--- config.mk ---
export PLATFORM = sky130hd
export DESIGN_NAME = ifm_top
export DESIGN_NICKNAME = d
export VERILOG_FILES = /design/src/ifm_decode.v /design/src/ifm_pause.v /design/src/ifm_top.v
export VERILOG_INCLUDE_DIRS = /design/src
export SDC_FILE = /design/constraint.sdc
export NUM_CORES = 1
export LEC_CHECK = 0
export ABC_AREA = 1
export BUFFER_PORTS_ARGS = -buffer_cell sky130_fd_sc_hd__clkbuf_2
export CAP_MARGIN = 25
export CORE_AREA = 10 10 159 198
export DETAILED_ROUTE_END_ITERATION = 10
export DIE_AREA = 0 0 169 208
export GPL_TIMING_DRIVEN = 0
export HOLD_SLACK_MARGIN = 0.06
export PLACE_DENSITY_LB_ADDON = 0.3
export SYNTH_ARGS = -nofsm -noshare
export SYNTH_HDL_FRONTEND = slang
export SYNTH_SLANG_ARGS = --single-unit
--- constraint.sdc ---
create_clock -name i_mclk -period 7.8 [get_ports i_mclk]
set_input_delay 0.78 -clock i_mclk [delete_from_list [all_inputs] [get_ports i_mclk]]
set_output_delay 0.78 -clock i_mclk [all_outputs]
set_load 0.05 [all_outputs]
--- src/ifm_regs.vh ---
// Register map, field positions, reset values and function codes
`ifndef IFM_REGS_VH
`define IFM_REGS_VH
// Byte offsets of the registers, function selection words one per terminal
`define IFM_FSEL_BASE 8'h00
`define IFM_FSEL_STEP 8'h04
`define IFM_CTRL_OFS 8'h28
`define IFM_STATE_OFS 8'h2C
`define IFM_INT_STATUS_OFS 8'h30
`define IFM_INT_CLEAR_OFS 8'h34
`define IFM_INT_ENABLE_OFS 8'h38
`define IFM_PULSE_CNT_OFS 8'h3C
// Control register fields
`define IFM_CTRL_PULSE_MODE 0
`define IFM_CTRL_EXP_ENABLE 1
`define IFM_CTRL_RESET 2'h0
// Function selection reset values
`define IFM_FSEL_RST_T1 16'h0001
`define IFM_FSEL_RST_T2 16'h0004
`define IFM_FSEL_RST_T3 16'h0009
`define IFM_FSEL_RST_T4 16'h000C
`define IFM_FSEL_RST_T5 16'h000D
`define IFM_FSEL_RST_EXP 16'h0000
// Function codes
`define IFM_FN_NONE 5'h00
`define IFM_FN_FWD 5'h01
`define IFM_FN_REV 5'h02
`define IFM_FN_3WIRE 5'h03
`define IFM_FN_FINCH 5'h04
`define IFM_FN_RINCH 5'h05
`define IFM_FN_UP 5'h06
`define IFM_FN_DOWN 5'h07
`define IFM_FN_COAST 5'h08
`define IFM_FN_FRESET 5'h09
`define IFM_FN_PAUSE 5'h0A
`define IFM_FN_EXTFLT 5'h0B
`define IFM_FN_MS1 5'h0C
`define IFM_FN_MS4 5'h0F
`define IFM_FN_AD1 5'h10
`define IFM_FN_AD2 5'h11
`define IFM_FN_SRCSW 5'h12
`define IFM_FN_UDCLR 5'h13
`define IFM_FN_COUNT 20
// Fault number raised by the external fault input
`define IFM_EXT_FAULT_NUM 8'h0F
// Interrupt status bits
`define IFM_INT_EXTFLT 0
`define IFM_INT_FRESET 1
`define IFM_INT_COAST 2
`define IFM_INT_PAUSE 3
`define IFM_INT_SRCSW 4
`define IFM_INT_WIDTH 5
`endif

--- src/ifm_decode.v ---
// Per-terminal function decode into a vector of active functions
`timescale 1ns/1ns
`include "ifm_regs.vh"
module ifm_decode #(
  parameter NUM_TERM = 10,
  parameter SEL_W = 16
)
(
  // Terminal levels and flattened selections
  input wire [NUM_TERM-1:0] i_levels,
  input wire [NUM_TERM*SEL_W-1:0] i_sel_flat,
  // One bit per function code
  output reg [`IFM_FN_COUNT-1:0] o_active
);

  // One-hot of a selection; codes out of range give nothing
  function [`IFM_FN_COUNT-1:0] code_onehot;
    input [SEL_W-1:0] code;
    integer k;
    begin
      code_onehot = {`IFM_FN_COUNT{1'b0}};
      for (k = 1; k < `IFM_FN_COUNT; k = k + 1)
      begin
        if (code == k)
          code_onehot[k] = 1'b1;
      end
    end
  endfunction

  integer t;

  // OR of all active terminals, code zero never contributes
  always @*
  begin
    o_active = {`IFM_FN_COUNT{1'b0}};
    for (t = 0; t < NUM_TERM; t = t + 1)
    begin
      if (i_levels[t])
        o_active = o_active | code_onehot(i_sel_flat[t*SEL_W +: SEL_W]);
    end
  end

endmodule

--- src/ifm_pause.v ---
// Run pause sequencer: stop while held, then pass live run requests and pulse resume marker
`timescale 1ns/1ns
module ifm_pause
(
  // Clock and reset
  input wire i_mclk,
  input wire i_sys_rst,
  // Pause level and run requests
  input wire i_pause,
  input wire i_fwd,
  input wire i_rev,
  // Gated run, stop request and resume marker
  output wire o_fwd,
  output wire o_rev,
  output wire o_pause_stop,
  output reg o_resume_ff
);

  localparam ST_RUN = 2'b00;
  localparam ST_PAUSED = 2'b01;
  localparam ST_RESUME = 2'b10;

  reg [1:0] state_ff;
  reg [1:0] nxt_state;

  // Next state
  always @*
  begin
    case (state_ff)
      ST_RUN: nxt_state = i_pause ? ST_PAUSED : ST_RUN;
      ST_PAUSED: nxt_state = i_pause ? ST_PAUSED : ST_RESUME;
      ST_RESUME: nxt_state = i_pause ? ST_PAUSED : ST_RUN;
      default: nxt_state = ST_RUN;
    endcase
  end

  // State and resume marker
  always @(posedge i_mclk or posedge i_sys_rst)
  begin
    if (i_sys_rst)
    begin
      state_ff <= ST_RUN;
      o_resume_ff <= 1'b0;
    end
    else
    begin
      state_ff <= nxt_state;
      o_resume_ff <= (state_ff == ST_PAUSED) && !i_pause;
    end
  end

  assign o_pause_stop = (state_ff == ST_PAUSED);
  assign o_fwd = o_pause_stop ? 1'b0 : i_fwd;
  assign o_rev = o_pause_stop ? 1'b0 : i_rev;

endmodule

--- src/ifm_top.v ---
// Digital input terminal function mapper with Wishbone registers
`timescale 1ns/1ns
`include "ifm_regs.vh"
module ifm_top #(
  parameter NUM_STD = 5,
  parameter NUM_EXP = 5,
  parameter SEL_W = 16,
  parameter ADR_W = 8
)
(
  // Clock and reset
  input wire i_mclk,
  input wire i_sys_rst,
  // Wishbone slave
  input wire i_wb_cyc,
  input wire i_wb_stb,
  input wire i_wb_we,
  input wire [ADR_W-1:0] i_wb_adr,
  input wire [3:0] i_wb_sel,
  input wire [31:0] i_wb_dat,
  output wire [31:0] o_wb_dat,
  output wire o_wb_ack,
  // Terminal inputs
  input wire [NUM_STD-1:0] i_std_terminal_inputs,
  input wire [NUM_EXP-1:0] i_expansion_terminal_inputs,
  input wire i_expansion_present,
  // Drive status used for gating
  input wire i_freq_src_digital,
  input wire i_freq_from_terminal,
  input wire i_src_switch_cfg,
  // Run commands
  output reg o_forward_run_cmd_ff,
  output reg o_reverse_run_cmd_ff,
  output reg o_three_wire_mode_ff,
  output reg o_forward_inch_cmd_ff,
  output reg o_reverse_inch_cmd_ff,
  output wire o_pause_stop,
  output reg o_resume_ff,
  // Frequency commands
  output reg o_freq_up_ff,
  output reg o_freq_down_ff,
  output reg o_freq_src_alt_ff,
  output reg o_updown_clear_ff,
  output reg [3:0] o_multi_speed_idx_ff,
  output reg [1:0] o_accel_set_idx_ff,
  // Protection
  output reg o_coast_stop_ff,
  output reg o_fault_reset_ff,
  output reg o_ext_fault_ff,
  output reg [7:0] o_fault_num_ff,
  // Pulse input and interrupt
  output reg o_terminal5_pulse_ff,
  output wire o_irq
);

  localparam NUM_TERM = NUM_STD + NUM_EXP;

  // Bus and register state
  reg ack_ff;
  reg [31:0] rdat_ff;
  reg [SEL_W-1:0] fsel_ff [0:NUM_TERM-1];
  reg [1:0] ctrl_ff;
  reg [`IFM_INT_WIDTH-1:0] int_status_ff;
  reg [`IFM_INT_WIDTH-1:0] int_enable_ff;
  reg [15:0] pulse_cnt_ff;
  reg [`IFM_FN_COUNT-1:0] prev_active_ff;
  reg t5_prev_ff;

  reg [NUM_TERM*SEL_W-1:0] sel_flat;
  reg [31:0] nxt_rdat;
  reg [`IFM_INT_WIDTH-1:0] nxt_int_status;
  wire [NUM_TERM-1:0] levels;
  wire [`IFM_FN_COUNT-1:0] active;
  wire [`IFM_FN_COUNT-1:0] rise;
  wire [`IFM_INT_WIDTH-1:0] events;
  wire req;
  wire wr_req;
  wire pulse_mode;
  wire t5_level;
  wire fwd_gated;
  wire rev_gated;
  wire [ADR_W-1:0] wadr;
  integer i;
  integer f, r;

  // Reset value of each terminal selection
  function [SEL_W-1:0] fsel_reset;
    input integer idx;
    begin
      case (idx)
        0: fsel_reset = `IFM_FSEL_RST_T1;
        1: fsel_reset = `IFM_FSEL_RST_T2;
        2: fsel_reset = `IFM_FSEL_RST_T3;
        3: fsel_reset = `IFM_FSEL_RST_T4;
        4: fsel_reset = `IFM_FSEL_RST_T5;
        default: fsel_reset = `IFM_FSEL_RST_EXP;
      endcase
    end
  endfunction

  // Byte-lane merge of a write into a stored selection word
  function [SEL_W-1:0] lane_merge;
    input [SEL_W-1:0] old;
    input [31:0] din;
    input [3:0] sel;
    reg [31:0] word;
    integer b;
    begin
      word = {{(32-SEL_W){1'b0}}, old};
      for (b = 0; b < 4; b = b + 1)
      begin
        if (sel[b])
          word[b*8 +: 8] = din[b*8 +: 8];
      end
      lane_merge = word[SEL_W-1:0];
    end
  endfunction

  // Byte address of a terminal selection word
  function [ADR_W-1:0] fsel_addr;
    input integer idx;
    begin
      fsel_addr = `IFM_FSEL_BASE + idx[ADR_W-1:0] * `IFM_FSEL_STEP;
    end
  endfunction

  // Bus request decode; word aligned addresses only
  assign req = i_wb_cyc && i_wb_stb && !ack_ff;
  assign wr_req = req && i_wb_we;
  assign wadr = {i_wb_adr[ADR_W-1:2], 2'b00};
  assign o_wb_ack = ack_ff;
  assign o_wb_dat = rdat_ff;

  // Control fields
  assign pulse_mode = ctrl_ff[`IFM_CTRL_PULSE_MODE];
  assign t5_level = i_std_terminal_inputs[NUM_STD-1];

  // expansion terminals only when the card is fitted and enabled
  // terminal five removed from level functions in pulse mode
  assign levels = {
    i_expansion_terminal_inputs &
      {NUM_EXP{i_expansion_present & ctrl_ff[`IFM_CTRL_EXP_ENABLE]}},
    t5_level & !pulse_mode,
    i_std_terminal_inputs[NUM_STD-2:0]
  };

  // Flatten selections for the decoder
  always @*
  begin
    sel_flat = {NUM_TERM*SEL_W{1'b0}};
    for (f = 0; f < NUM_TERM; f = f + 1)
      sel_flat[f*SEL_W +: SEL_W] = fsel_ff[f];
  end

  // per-terminal decode, each cycle with live selection
  ifm_decode #(
    .NUM_TERM(NUM_TERM),
    .SEL_W(SEL_W)
  ) u_decode (
    .i_levels(levels),
    .i_sel_flat(sel_flat),
    .o_active(active)
  );

  // Rising edges of decoded functions
  assign rise = active & ~prev_active_ff;

  ifm_pause u_pause (
    .i_mclk(i_mclk),
    .i_sys_rst(i_sys_rst),
    .i_pause(active[`IFM_FN_PAUSE]),
    .i_fwd(active[`IFM_FN_FWD]),
    .i_rev(active[`IFM_FN_REV]),
    .o_fwd(fwd_gated),
    .o_rev(rev_gated),
    .o_pause_stop(o_pause_stop),
    .o_resume_ff(o_resume_ff)
  );

  // Selection and control register writes
  always @(posedge i_mclk or posedge i_sys_rst)
  begin
    if (i_sys_rst)
    begin
      for (i = 0; i < NUM_TERM; i = i + 1)
        fsel_ff[i] <= fsel_reset(i);
      ctrl_ff <= `IFM_CTRL_RESET;
      int_enable_ff <= {`IFM_INT_WIDTH{1'b0}};
    end
    else if (wr_req)
    begin
      for (i = 0; i < NUM_TERM; i = i + 1)
      begin
        if (wadr == fsel_addr(i))
          fsel_ff[i] <= lane_merge(fsel_ff[i], i_wb_dat, i_wb_sel);
      end
      if (wadr == `IFM_CTRL_OFS && i_wb_sel[0])
        ctrl_ff <= i_wb_dat[1:0];
      if (wadr == `IFM_INT_ENABLE_OFS && i_wb_sel[0])
        int_enable_ff <= i_wb_dat[`IFM_INT_WIDTH-1:0];
    end
  end

  // Read data mux; unmapped addresses read zero
  always @*
  begin
    nxt_rdat = 32'h00000000;
    for (r = 0; r < NUM_TERM; r = r + 1)
    begin
      if (wadr == fsel_addr(r))
        nxt_rdat = {16'h0000, fsel_ff[r]};
    end
    case (wadr)
      `IFM_CTRL_OFS: nxt_rdat = {30'h00000000, ctrl_ff};
      `IFM_STATE_OFS: nxt_rdat = {12'h000, active};
      `IFM_INT_STATUS_OFS: nxt_rdat = {27'h0000000, int_status_ff};
      `IFM_INT_ENABLE_OFS: nxt_rdat = {27'h0000000, int_enable_ff};
      `IFM_PULSE_CNT_OFS: nxt_rdat = {16'h0000, pulse_cnt_ff};
      default: nxt_rdat = nxt_rdat;
    endcase
  end

  // Acknowledge one cycle after the strobe, dropped the next cycle
  always @(posedge i_mclk or posedge i_sys_rst)
  begin
    if (i_sys_rst)
    begin
      ack_ff <= 1'b0;
      rdat_ff <= 32'h00000000;
    end
    else
    begin
      ack_ff <= req;
      if (req && !i_wb_we)
        rdat_ff <= nxt_rdat;
      else
        rdat_ff <= 32'h00000000;
    end
  end

  // Events that raise sticky interrupt bits
  assign events = {
    rise[`IFM_FN_SRCSW] & i_src_switch_cfg,
    rise[`IFM_FN_PAUSE],
    rise[`IFM_FN_COAST],
    rise[`IFM_FN_FRESET],
    rise[`IFM_FN_EXTFLT]
  };

  // Sticky status: a new event wins over a clear
  always @*
  begin
    nxt_int_status = int_status_ff;
    if (wr_req && wadr == `IFM_INT_CLEAR_OFS && i_wb_sel[0])
      nxt_int_status = nxt_int_status & ~i_wb_dat[`IFM_INT_WIDTH-1:0];
    nxt_int_status = nxt_int_status | events;
  end

  // Interrupt status register
  always @(posedge i_mclk or posedge i_sys_rst)
  begin
    if (i_sys_rst)
      int_status_ff <= {`IFM_INT_WIDTH{1'b0}};
    else
      int_status_ff <= nxt_int_status;
  end

  // Level interrupt while any enabled bit is set
  assign o_irq = |(int_status_ff & int_enable_ff);

  // Edge history and pulse counter
  always @(posedge i_mclk or posedge i_sys_rst)
  begin
    if (i_sys_rst)
    begin
      prev_active_ff <= {`IFM_FN_COUNT{1'b0}};
      t5_prev_ff <= 1'b0;
      pulse_cnt_ff <= 16'h0000;
      o_terminal5_pulse_ff <= 1'b0;
    end
    else
    begin
      prev_active_ff <= active;
      t5_prev_ff <= t5_level;
      // count terminal five edges in pulse mode
      o_terminal5_pulse_ff <= pulse_mode && t5_level && !t5_prev_ff;
      if (wr_req && wadr == `IFM_PULSE_CNT_OFS)
        pulse_cnt_ff <= 16'h0000;
      else if (pulse_mode && t5_level && !t5_prev_ff)
        pulse_cnt_ff <= pulse_cnt_ff + 16'h0001;
    end
  end

  // Run and inching commands
  always @(posedge i_mclk or posedge i_sys_rst)
  begin
    if (i_sys_rst)
    begin
      o_forward_run_cmd_ff <= 1'b0;
      o_reverse_run_cmd_ff <= 1'b0;
      o_three_wire_mode_ff <= 1'b0;
      o_forward_inch_cmd_ff <= 1'b0;
      o_reverse_inch_cmd_ff <= 1'b0;
    end
    else
    begin
      o_forward_run_cmd_ff <= fwd_gated;
      o_reverse_run_cmd_ff <= rev_gated;
      o_three_wire_mode_ff <= active[`IFM_FN_3WIRE];
      o_forward_inch_cmd_ff <= active[`IFM_FN_FINCH];
      o_reverse_inch_cmd_ff <= active[`IFM_FN_RINCH];
    end
  end

  // Frequency commands
  always @(posedge i_mclk or posedge i_sys_rst)
  begin
    if (i_sys_rst)
    begin
      o_freq_up_ff <= 1'b0;
      o_freq_down_ff <= 1'b0;
      o_freq_src_alt_ff <= 1'b0;
      o_updown_clear_ff <= 1'b0;
      o_multi_speed_idx_ff <= 4'h0;
      o_accel_set_idx_ff <= 2'h0;
    end
    else
    begin
      // up/down only with digital source from terminals
      o_freq_up_ff <= active[`IFM_FN_UP] && i_freq_src_digital &&
        i_freq_from_terminal;
      o_freq_down_ff <= active[`IFM_FN_DOWN] && i_freq_src_digital &&
        i_freq_from_terminal;
      if (rise[`IFM_FN_SRCSW] && i_src_switch_cfg)
        o_freq_src_alt_ff <= !o_freq_src_alt_ff;
      o_updown_clear_ff <= rise[`IFM_FN_UDCLR] && i_freq_src_digital;
      o_multi_speed_idx_ff <= active[`IFM_FN_MS4:`IFM_FN_MS1];
      o_accel_set_idx_ff <= active[`IFM_FN_AD2:`IFM_FN_AD1];
    end
  end

  // Protection commands
  always @(posedge i_mclk or posedge i_sys_rst)
  begin
    if (i_sys_rst)
    begin
      o_coast_stop_ff <= 1'b0;
      o_fault_reset_ff <= 1'b0;
      o_ext_fault_ff <= 1'b0;
      o_fault_num_ff <= 8'h00;
    end
    else
    begin
      o_coast_stop_ff <= active[`IFM_FN_COAST];
      o_fault_reset_ff <= rise[`IFM_FN_FRESET];
      o_ext_fault_ff <= active[`IFM_FN_EXTFLT];
      o_fault_num_ff <= active[`IFM_FN_EXTFLT] ? `IFM_EXT_FAULT_NUM :
        8'h00;
    end
  end

endmodule

# ---- After elaboration in Yosys (flattened, before gate mapping)
# Index checks and enable logic that the tools add are counted.
dict set report op_classes {
  n_addsub 1
  eq_ne 207
  mux 392
  n_bitwise 19
  n_reduce_logical 51
}
# cell count
set op_table {}
lappend op_table {{16-bit by 4-bit == test with 1-bit output (second input constant)} 80}
lappend op_table {{16-bit by 3-bit == test with 1-bit output (second input constant)} 40}
lappend op_table {{16-bit by 5-bit == test with 1-bit output (second input constant)} 40}
lappend op_table {{1-bit two-way mux} 364}
lappend op_table {{16-bit by 2-bit == test with 1-bit output (second input constant)} 20}
lappend op_table {{32-bit two-way mux} 10}
lappend op_table {{20-bit two-way mux} 10}
lappend op_table {{20-bit OR} 9}
lappend op_table {{16-bit by 1-bit == test with 1-bit output (second input constant)} 10}
lappend op_table {{32-bit case mux with 5 select lines} 1}
lappend op_table {{3-bit AND reduction} 20}
lappend op_table {{6-bit by 4-bit == test with 1-bit output (second input constant)} 8}
lappend op_table {{16-bit two-way mux} 3}
lappend op_table {{6-bit by 3-bit == test with 1-bit output (second input constant)} 4}
lappend op_table {{20-bit bitwise AND} 1}
lappend op_table {{20-bit inverter} 1}
lappend op_table {{1-bit logical AND} 18}
lappend op_table {{16-bit by 1-bit adder with 16-bit output (second input constant)} 1}
lappend op_table {{5-bit bitwise AND} 3}
lappend op_table {{6-bit by 2-bit == test with 1-bit output (second input constant)} 2}
lappend op_table {{8-bit zero test} 1}
lappend op_table {{6-bit by 1-bit == test with 1-bit output (second input constant)} 1}
lappend op_table {{1-bit zero test} 6}
lappend op_table {{5-bit two-way mux} 1}
lappend op_table {{other kinds (13)} 16}
dict set report totals {
  regBits 272
  input_bits 63
  wordCells 716
}

# ---- Longest topological paths before layout
# Gate-level depths: netlist of the first run.
dict set report depth {
  depth_word 24
  mapped_depth 14
  depth_no_buf 14
}

# ---- By module
# From an unflattened synthesis of the first run, not the netlist that was laid out.
dict set report hier_totals {
  hier_cells 1981
  hier_area_um2 13964.6
}
# mod n_inst cells_per_inst area_per_inst_um2 seq_area_each_um2
set by_module_without_submodules {}
lappend by_module_without_submodules {ifm_top 1 1229 10503.8 5841.9}
lappend by_module_without_submodules {ifm_decode 1 740 3367.0 0.0}
lappend by_module_without_submodules {ifm_pause 1 12 93.8 50.0}

# ---- Worst setup path after synthesis of the first run
# Ideal clock, no wire load.
dict set report synth_path {
  kind {input port to flip-flop}
  start {input i_wb_adr[7]}
  end {register rdat_ff[3] (netlist: o_wb_dat[3])}
  setup_ns 0.113
  arrival_time_ns 1.919
  path_slack_ns 5.768
  path_stages 12
  path_buffers 2
  cell_sequence {nor2_2 buf_4 nand2_1 nor2_2 buf_4 nand2_1 nand2_1 nand4_1 nor2_1 nand4_1 nand2_1 inv_1}
}
dict set report synth_between {
  elab_chain_len 13
  word_cells_on_any_way 27
  cone_classes {eq/ne: 14; mux: 12; reduce/logical: 1}
}
# element line
set synth_rtl {}
lappend synth_rtl {{start, declared} ifm_top.v:18} ;# input wire [ADR_W-1:0] i_wb_adr,
lappend synth_rtl {{8-bit zero test} ifm_top.v:210} ;# if (wadr == fsel_addr(r))
lappend synth_rtl {{16-bit two-way mux} ifm_top.v:210}
lappend synth_rtl {{32-bit two-way mux (9 in a row)} ifm_top.v:210}
lappend synth_rtl {{32-bit case mux with 5 select lines *} ifm_top.v:213} ;# case (wadr)
lappend synth_rtl {{32-bit two-way mux *} ifm_top.v:234} ;# if (req && !i_wb_we)
lappend synth_rtl {{end signal, assigned} ifm_top.v:235} ;# rdat_ff <= nxt_rdat;
lappend synth_rtl {{end, declared} ifm_top.v:60} ;# reg [31:0] rdat_ff;
# Mark *: on every way between the ends. The rest lies on a longest branch, timed or not.
# A chain may end at the register's enable or synchronous reset.

# ---- Final worst setup path of the first run
dict set report layout_path {
  start {register fsel_ff[21] in the netlist's numbering}
  end {register rdat_ff[15] (netlist: o_wb_dat[15])}
}
dict set report layout_between {
  elab_chain_len 9
}
# element line
set layout_rtl {}
lappend layout_rtl {{start, declared} ifm_top.v:61} ;# reg [SEL_W-1:0] fsel_ff [0:NUM_TERM-1];
lappend layout_rtl {{start signal, assigned by index} ifm_top.v:186} ;# fsel_ff[i] <= fsel_reset(i);
lappend layout_rtl {{start signal, assigned by index} ifm_top.v:195} ;# fsel_ff[i] <= lane_merge(fsel_ff[i], i_wb_dat, i_wb_sel);
lappend layout_rtl {{16-bit by 4-bit == test with 1-bit output *} ifm_decode.v:24} ;# if (code == k)
lappend layout_rtl {{1-bit two-way mux *} ifm_decode.v:24}
lappend layout_rtl {{1-bit two-way mux *} ifm_decode.v:38} ;# if (i_levels[t])
lappend layout_rtl {{20-bit OR *} ifm_decode.v:39} ;# o_active = o_active | code_onehot(i_sel_flat[t*SEL_W +: SEL_W]);
lappend layout_rtl {{20-bit two-way mux *} ifm_decode.v:38}
lappend layout_rtl {{20-bit OR} ifm_decode.v:39}
lappend layout_rtl {{20-bit two-way mux *} ifm_decode.v:38}
lappend layout_rtl {{via active[15]} ifm_top.v:73} ;# wire [`IFM_FN_COUNT-1:0] active;
lappend layout_rtl {{32-bit case mux with 5 select lines *} ifm_top.v:213}
lappend layout_rtl {{32-bit two-way mux *} ifm_top.v:234}
# The timed path passes the listed nets; every way through them passes the cells marked *. The select of a mux whose other input is x is not followed.

==> summary.txt, run 1 <==
Synthesis
  – Synth warn: 0
  – Netlist cell types: 48
  – Most frequent cells after synthesis: 578 x nand2_1, 278 x nor2_1, 227 x dfrtp_1
  – Synth area leader: dfrtp_1
  – Most common cell in the netlist: nand2_1
  – Synthesized area: 14100 sq um
  – Post-synth ARST share: 1.00
  – EDFF count, synth: 0
  – Seq cells post-synth: around 240
  – Register area share after synthesis: 0.419
  – Syn_area_per_cell: roughly 6.8 sq um
  – Post-synth top area share: 0.403
  – Top FF cell, synth: dfrtp_1
  – Top cells by area, synth: dfrtp_1 40%, nand2_1 15%, o21ai_0 7.5%, nor2_1 7.4%, inv_1 6.0%
  – Mapped Cells: 2067

Routing
  – Via count: 14900
  – DR WL/cell: ~22 um
  – Detailed-route vias per instance: 5.79
  – DRT antenna net count: 0
  – DRC Markers: 0
  – DRT Wirelength: 56600 um
  – DR pass1 iterations: 6
  – Routed wl met3: 3700 um
  – Highest routing layer actually used: met4
  – Met2 wirelength from detailed routing: roughly 28000 um
  – First DRT Iteration DRCs: 1466
  – DRT met1 WL: 21100 um

Clocking
  – CTS H-tree lvls: 1
  – TritonCTS clock tree: yes
  – Clk sinks: 236
  – # Post-CTS Setup Buffers: 0
  – Clk Latency, worst-skew pair: 0.53 ns
  – CTS resizes: 0
  – Clk buf depth: 3
  – Reg clk slew, reported paths: 0.06 ns
  – Clock root buffer: clkbuf_16
  – TritonCTS Buffers: 24
  – Hold-fix buffers at CTS: 0

Finish
  – Layout area overhead: 12.5%
  – Share of cells above drive strength 1: 0.104
  – Final nets: 2261
  – Post-layout util: 0.577
  – Finished Layout Cells: 2565
  – Ant. Diodes: 0
  – Fin area: roughly 16000 sq um

Global route
  – GR Overflow Total: 0
  – Initial antenna violation count: 0
  – First-pass GRT wire length: 84900 um
  – Vias in the first global route: 14200
  – Pin count of the biggest net entering global routing: 132
  – Total GRT Usage: 0.311

Pwr
  – Total power draw: 2.77 mW
  – Combinational fraction of design power: 0.115
  – Sw Share: 0.277
  – P per Cell Area: 175 nW/um^2
  – Clock power frac: 0.420
  – Worst vdd ir: 0.000197 V
  – Leak: 7.89 nW
  – Net switching power: around 0.77 mW
  – Sequential power share: 0.465
  – P_int: about 2.0 mW

Placed design
  – Port Buf Inserts: 88
  – Post-DP Area: ~15000 sq um
  – Placed Cells: 2521
  – Detailed placer's ending HPWL: approximately 45000 um
  – RePlAce Congestion: between 1 and 1.5

Timing
  – Final setup viols: 0
  – Final Max Tran Viols: 0
  – Measured slew at the worst slew-check pin: roughly 0.90 ns
  – Tmin final: 2.64 ns
  – FMAX: around 0.38 GHz
  – Setup TNS: 0 ns
  – Fin crit share: 0.338
  – Final hold vios: 0
  – Max transition margin: 0.397
  – RSZ-0062 raised after global routing: no
  – Fin Clk Skew: 0.0177 ns

Die
  – Initial Utilization: 0.513
  – Full die area: 35200 sq um
  – Io pins: 126
  – Die Span X: 169 um
  – # rows: 68
  – Chip height: 208 um
  – Core Region: ~27000 sq um

Critical path
  – Buf/Inv on CP: 1
  – CP Class: flop to flop
  – Crit-path cells: nor2_1, nand3_1, nor2_1, nand2_1, nor3_1, nor2_1, nand3_1, nand2_1, nand2_1, nand2_1, inv_1
  – Crit path largest cell delay: 0.61 ns
  – Top delay family on crit path: simple AND/OR/NAND/NOR gates
  – Top cell by count, worst path: nand2_1
  – Worst Path Required: ~8.3 ns
  – Critical-path top delay cell: nor2_1
  – Startpoint Class: flop
  – Critical Path Fanout Max: 8
  – CP Capture Type: flop
  – Arrival time at the worst endpoint: 3.11 ns

Run status
  – Status: completed

Run
  – Max Cap Viol: 0

Worst hold path
  – Worst min-delay path class: input port to flop
[area by class of cell]
class,instances,area [sq um]
fillers,2662,11600
multi-input cells,1524,6870
flip-flops and latches,236,5920
inverters,235,890
clock buffers,38,724
plain buffers,87,490
repair buffers,89,468
well taps,350,438
clock inverters,6,65.1
[per-stage QoR]
stage | worst slack [ns] | hold slack [ns]
2_1_floorplan | 0.560 | 0.383
3_3_place_gp | -1.86 | 0.419
3_5_place_dp | 4.95 | 0.429
4_1_cts | 5.33 | 0.381
5_1_grt | 5.10 | 0.388
6_report | 5.16 | 0.391
[kinds of logic after synthesis]
family / after synthesis / share of synthesized area
simple gates: 1202 / 0.368
buf+inv: 322 / 0.0973
compound gates: 302 / 0.112
flops: 236 / 0.419
xor+xnor: 3 / 0.00186
fa+ha+maj: 1 / 0.000887
other cells: 1 / 0.000266
[power groups by stage]
| stage | registers, mW | logic, mW | clock network, mW |
|---|---|---|---|
| floorplan | 1.31 | 0.201 | 0 |
| detailed placement | 1.31 | 0.311 | 0 |
| CTS | 1.29 | 0.312 | 1.17 |
| finish | 1.29 | 0.318 | 1.17 |
| global placement | 1.31 | 0.305 | 0 |
| global route | 1.29 | 0.346 | 1.22 |
[cells in the final DEF, fill, tap and decap left out, types with 3 or more instances in the layout]
master	n
clkbuf_8	6
or2_0	4
nand2_2	4
nor2_1	278
nand3b_1	3
clkbuf_16	25
o21ai_1	19
buf_4	32
nand3_1	163
clkbuf_2	88
nor4_1	3
clkbuf_1	40
nor2_4	8
nand4_1	91
conb_1	16
a21oi_1	43
inv_2	6
clkinv_1	3
o21ai_0	210
inv_1	225
dfrtp_1	227
o22ai_1	9
nor3_1	43
dfstp_2	9
a31oi_1	5
nor2_2	14
buf_2	21
xor2_1	3
nand2_1	578
or2_2	4
clkinv_2	3
[sequential cells by signal, summed over array words and instances, names as in the netlist, 2 cells and up]
name                  cells
ctrl_ff                   2
fsel_ff                 160
int_enable_ff             5
int_status_ff             5
o_multi_speed_idx_ff      3
o_wb_dat                 20
prev_active_ff           10
pulse_cnt_ff             16
u_pause.state_ff          2
[metal layers]
layer	up-vias	global-route usage
met1	7053	0.369
met4	0	0.181
li1	6944	-
met3	160	0.0355
met5	-	0
met2	694	0.531
[final timing paths]
path | start | endpoint | slack (ns) | depth (start not counted)
worst max-delay path | fsel_ff[21] | o_wb_dat[15] | 5.16 | 11
worst min-delay path | i_std_terminal_inputs[4] | t5_prev_ff | 0.39 | 1
worst max register to register | fsel_ff[21] | o_wb_dat[15] | 5.16 | 11
worst min register to register | prev_active_ff[9] | o_fault_reset_ff | 0.44 | 1
max in group asynchronous | i_sys_rst | fsel_ff[10] | 6.28 | 3
min in group asynchronous | i_sys_rst | fsel_ff[117] | 0.45 | 2
No activity file was read; power rests on OpenSTA's default activity.
==> run 2: changes to the inputs <==
Settings changed: ABC_AREA 1 to 0, CORE_AREA 10 10 159 198 to 10 10 153 190, DIE_AREA 0 0 169 208 to 0 0 163 200.
Clock period 7.8 ns to 2.2 ns, I/O delays scaled along.
==> summary.txt, run 2 <==
Pwr
  – Sequential power share: 0.436 (-0.029)
  – Clock power frac: 0.456 (+0.036)
  – Combinational fraction of design power: 0.108 (-0.007)
  – Sw Share: 0.269 (-0.00824)
  – Leak: 7.46 nW (-5.5%)
  – P per Cell Area: 626 nW/um^2 (+260%)
  – Worst vdd ir: 0.000633 V (+220%)
  – P_int: 7.66 mW (+280%)
  – Total power draw: 10.5 mW (+280%)
  – Net switching power: 2.82 mW (+270%)

Run status
  – Failing checks: setup timing
  – Status: complete, but fails checks

Die
  – Io pins: 126 (unchanged)
  – Initial Utilization: 0.517 (+0.00363)
  – Chip height: 200 um (-3.8%)
  – # rows: 65 (-4.4%)
  – Die Span X: 163 um (-3.6%)
  – Full die area: 32600 sq um (-7.3%)
  – Core Region: 25200 sq um (-8.3%)

Critical path
  – R2R Path Start: fsel_ff[105]
  – Critical-path top delay cell: or4_4
  – Arrival time at the worst endpoint: 2.99 ns (-0.12 ns)
  – Critical Path Fanout Max: 5 (-3)
  – Startpoint Class: flop
  – Crit-path cells: or4_4, nor4_1, nand2_1, o31ai_1, a2111oi_0, buf_2, a31oi_1
  – Crit path largest cell delay: 0.62 ns (about the same)
  – CP Capture Type: flop
  – Buf/Inv on CP: 1 (unchanged)
  – Worst Path Required: 2.64 ns (-5.64 ns)
  – Crit path from: fsel_ff[105]
  – CP Class: flop to flop
  – Top delay family on crit path: simple AND/OR/NAND/NOR gates

Worst hold path
  – Worst min-delay path class: input port to flop
  – Hold path startpoint: i_src_switch_cfg

Finish
  – Final nets: 1474 (-35%)
  – Reg with most FFs: fsel_ff
  – Most common cell after layout, fill and taps aside: dfrtp_1
  – Commonest cells after routing, fill and taps aside: 222 x dfrtp_1, 174 x mux2_2, 95 x nand2_1, 82 x clkbuf_2, 62 x buf_4
  – Max reg flops: 160 (unchanged)
  – Share of cells above drive strength 1: 0.415 (+0.311)
  – Layout area overhead: 28.3%

Clocking
  – Clk Latency, worst-skew pair: 0.56 ns (+0.03 ns)
  – TritonCTS Buffers: 26 (+8.3%)
  – Reg clk slew, reported paths: 0.06 ns (about the same)
  – Clk sinks: 236 (unchanged)
  – TritonCTS clock tree: yes
  – Clk buf depth: 3 (unchanged)
  – Clock root buffer: clkbuf_16
  – CTS H-tree lvls: 1 (unchanged)

Synthesis
  – Top cells by area, synth: dfrtp_1 44%, mux2_2 15%, nand2_1 3.1%, nor4_1 2.1%, dfstp_2 1.8%
  – Post-synthesis xor/xnor area fraction: 0.00739 (+0.00553)
  – Main combinational cell family by area after synthesis: simple AND/OR/NAND/NOR gates
  – Most frequent cells after synthesis: 227 x dfrtp_1, 174 x mux2_2, 107 x nand2_1
  – Syn_area_per_cell: 10.6 sq um (+56%)
  – Top FF cell, synth: dfrtp_1
  – Adder-cell share of the synthesized area: 0.000960 (+0.0000731)
  – Synth warn: 0 (unchanged)
  – Netlist cell types: 80 (+67%)
  – Post-synth top area share: 0.436 (+0.0332)
  – Post-synth ARST share: 1.00 (unchanged)
  – Seq cells post-synth: 236 (unchanged)
  – Register area share after synthesis: 0.454 (+0.0346)
  – Most common cell in the netlist: dfrtp_1
  – Synth area leader: dfrtp_1
  – Mapped Cells: 1224 (-41%)
  – EDFF count, synth: 0 (unchanged)
  – Area fraction in compound gates after synthesis: 0.133 (+0.0206)
  – Synthesized area: 13000 sq um (-7.6%)
  – Mux cell area share after synthesis: 0.169 (+0.169)
  – Simple-gate area share of the yosys netlist: 0.194 (-0.174)

Timing
  – Final Max Tran Viols: 0 (unchanged)
  – Setup TNS: -7.37 ns (-7.37 ns)
  – Fin Clk Skew: 0.0129 ns (-0.00476 ns)
  – Tmin final: 2.54 ns (-0.0956 ns)
  – Measured slew at the worst slew-check pin: 0.863 ns (-0.0414 ns)
  – Setup WS post-layout: -0.343 ns (-5.50 ns)
  – RSZ-0062 raised after global routing: yes
  – Final hold vios: 0 (unchanged)
  – FMAX: 0.393 GHz (+3.8%)
  – Final setup viols: 47 (+47)
  – Max transition margin: 0.423 (+0.0264)
  – Fin crit share: 1.16 (+0.818)

Routing
  – DRC Markers: 0 (unchanged)
  – DR WL/cell: 30.3 um (+38%)
  – DRT antenna net count: 0 (unchanged)
  – First DRT Iteration DRCs: 1526 (+4.1%)
  – DR pass1 iterations: 6 (unchanged)
  – Detailed-route vias per instance: 6.78 (+17%)
  – DRT Wirelength: 53600 um (-5.3%)
  – Via count: 12000 (-19%)

Global route
  – Pin count of the biggest net entering global routing: 46 (-65%)
  – Vias in the first global route: 11900 (-16%)
  – Initial antenna violation count: 1 (+1)
  – Total GRT Usage: 0.323 (+0.0120)
  – GR Overflow Total: 0 (unchanged)
  – First-pass GRT wire length: 79200 um (-6.8%)

Run
  – Max Cap Viol: 0 (unchanged)

Placed design
  – Port Buf Inserts: 76 (-14%)
  – RePlAce Congestion: 1.01 (-3.3%)
  – Detailed placer's ending HPWL: 40200 um (-12%)
-- run 2: cell count changes after synthesis, moves of 24 or more --
cell,before,now
nand2b_1,1,26
o21ai_0,210,17
nand4_1,91,20
nand3_1,163,37
nand2_1,578,107
nor4_1,3,43
a22oi_1,2,26
mux2_2,0,174
inv_1,226,18
nor2_1,278,49
-- run 2: path summary, 6_finish.rpt --
path                                           to  slack [ns]  depth (start not counted)
worst min-delay path            o_freq_src_alt_ff        0.05                          4
worst max register to register       o_wb_dat[12]       -0.34                          7
max in group asynchronous             fsel_ff[80]        0.51                          6
min in group asynchronous        pulse_cnt_ff[10]        0.36                          3
worst max-delay path                 o_wb_dat[12]       -0.34                          7
worst min register to register   int_status_ff[3]        0.43                          1
-- run 2: cell type report --
cell class,count,area [sq um]
Fill cell,1928,8490
Multi-Input combinational cell,891,7810
Sequential cell,236,5920
Timing Repair Buffer,152,1090
Clock buffer,31,679
Buffer,85,465
Tap cell,335,419
Clock inverter,17,256
Inverter,18,71.3
Antenna cell,1,2.50
-- run 2: power groups by stage --
stage | Combinational, mW | Sequential (mW) | Clock (mW)
2_1_floorplan | 0.564 | 4.61 | 0
6_report | 1.13 | 4.57 | 4.77
4_1_cts | 1.05 | 4.55 | 4.79
3_5_place_dp | 0.926 | 4.62 | 0
3_3_place_gp | 0.887 | 4.62 | 0
5_1_grt | 1.19 | 4.58 | 4.96
-- run 2: timing repair --
item,4_1_cts,5_1_grt
hold endpoints to repair,51,0
pin swaps,45,52
hold buffers,10,0
resized for setup,166,79
setup buffers,34,21
setup endpoints to repair,217,181
-- run 2: metrics by stage --
step / utilization / instances / hold slack [ns] / setup WS (ns) / cell area [sq um]
3_3_place_gp: 0.551 / 1650 / 0.423 / -2.38 / 13900
2_1_floorplan: - / 1239 / 0.251 / -1.10 / 13100
3_5_place_dp: 0.558 / 1668 / 0.418 / -0.988 / 14100
5_1_grt: 0.663 / 1766 / 0.0637 / -0.369 / 16700
4_1_cts: 0.643 / 1753 / 0.0644 / -0.270 / 16200
6_report: 0.663 / 1766 / 0.0484 / -0.343 / 16700
-- run 2: kinds of logic after synthesis --
kind of cell | after synthesis
xor gates and xnor gates | 11
adders and majority gates | 1
and+or+nand+nor | 450
other | 1
muxes | 188
DFF | 236
buffers and inverters | 112
AOI/OAI and AO/OA | 225
-- run 2: layer usage --
| metal | global-route usage | vias up | wire length [um] |
|---|---|---|---|
| met5 | 0 | - | 0 |
| met4 | 0.148 | 0 | 2990 |
| met3 | 0.0717 | 179 | 5080 |
| met2 | 0.521 | 706 | 25000 |
| met1 | 0.409 | 6041 | 20500 |
| li1 | - | 5039 | - |
-- run 2: tightest hold or removal path: stages --
cell and delay [ns]:
clkbuf_2 0.08, nand2b_1 0.08, a21oi_2 0.06, xor2_1 0.12
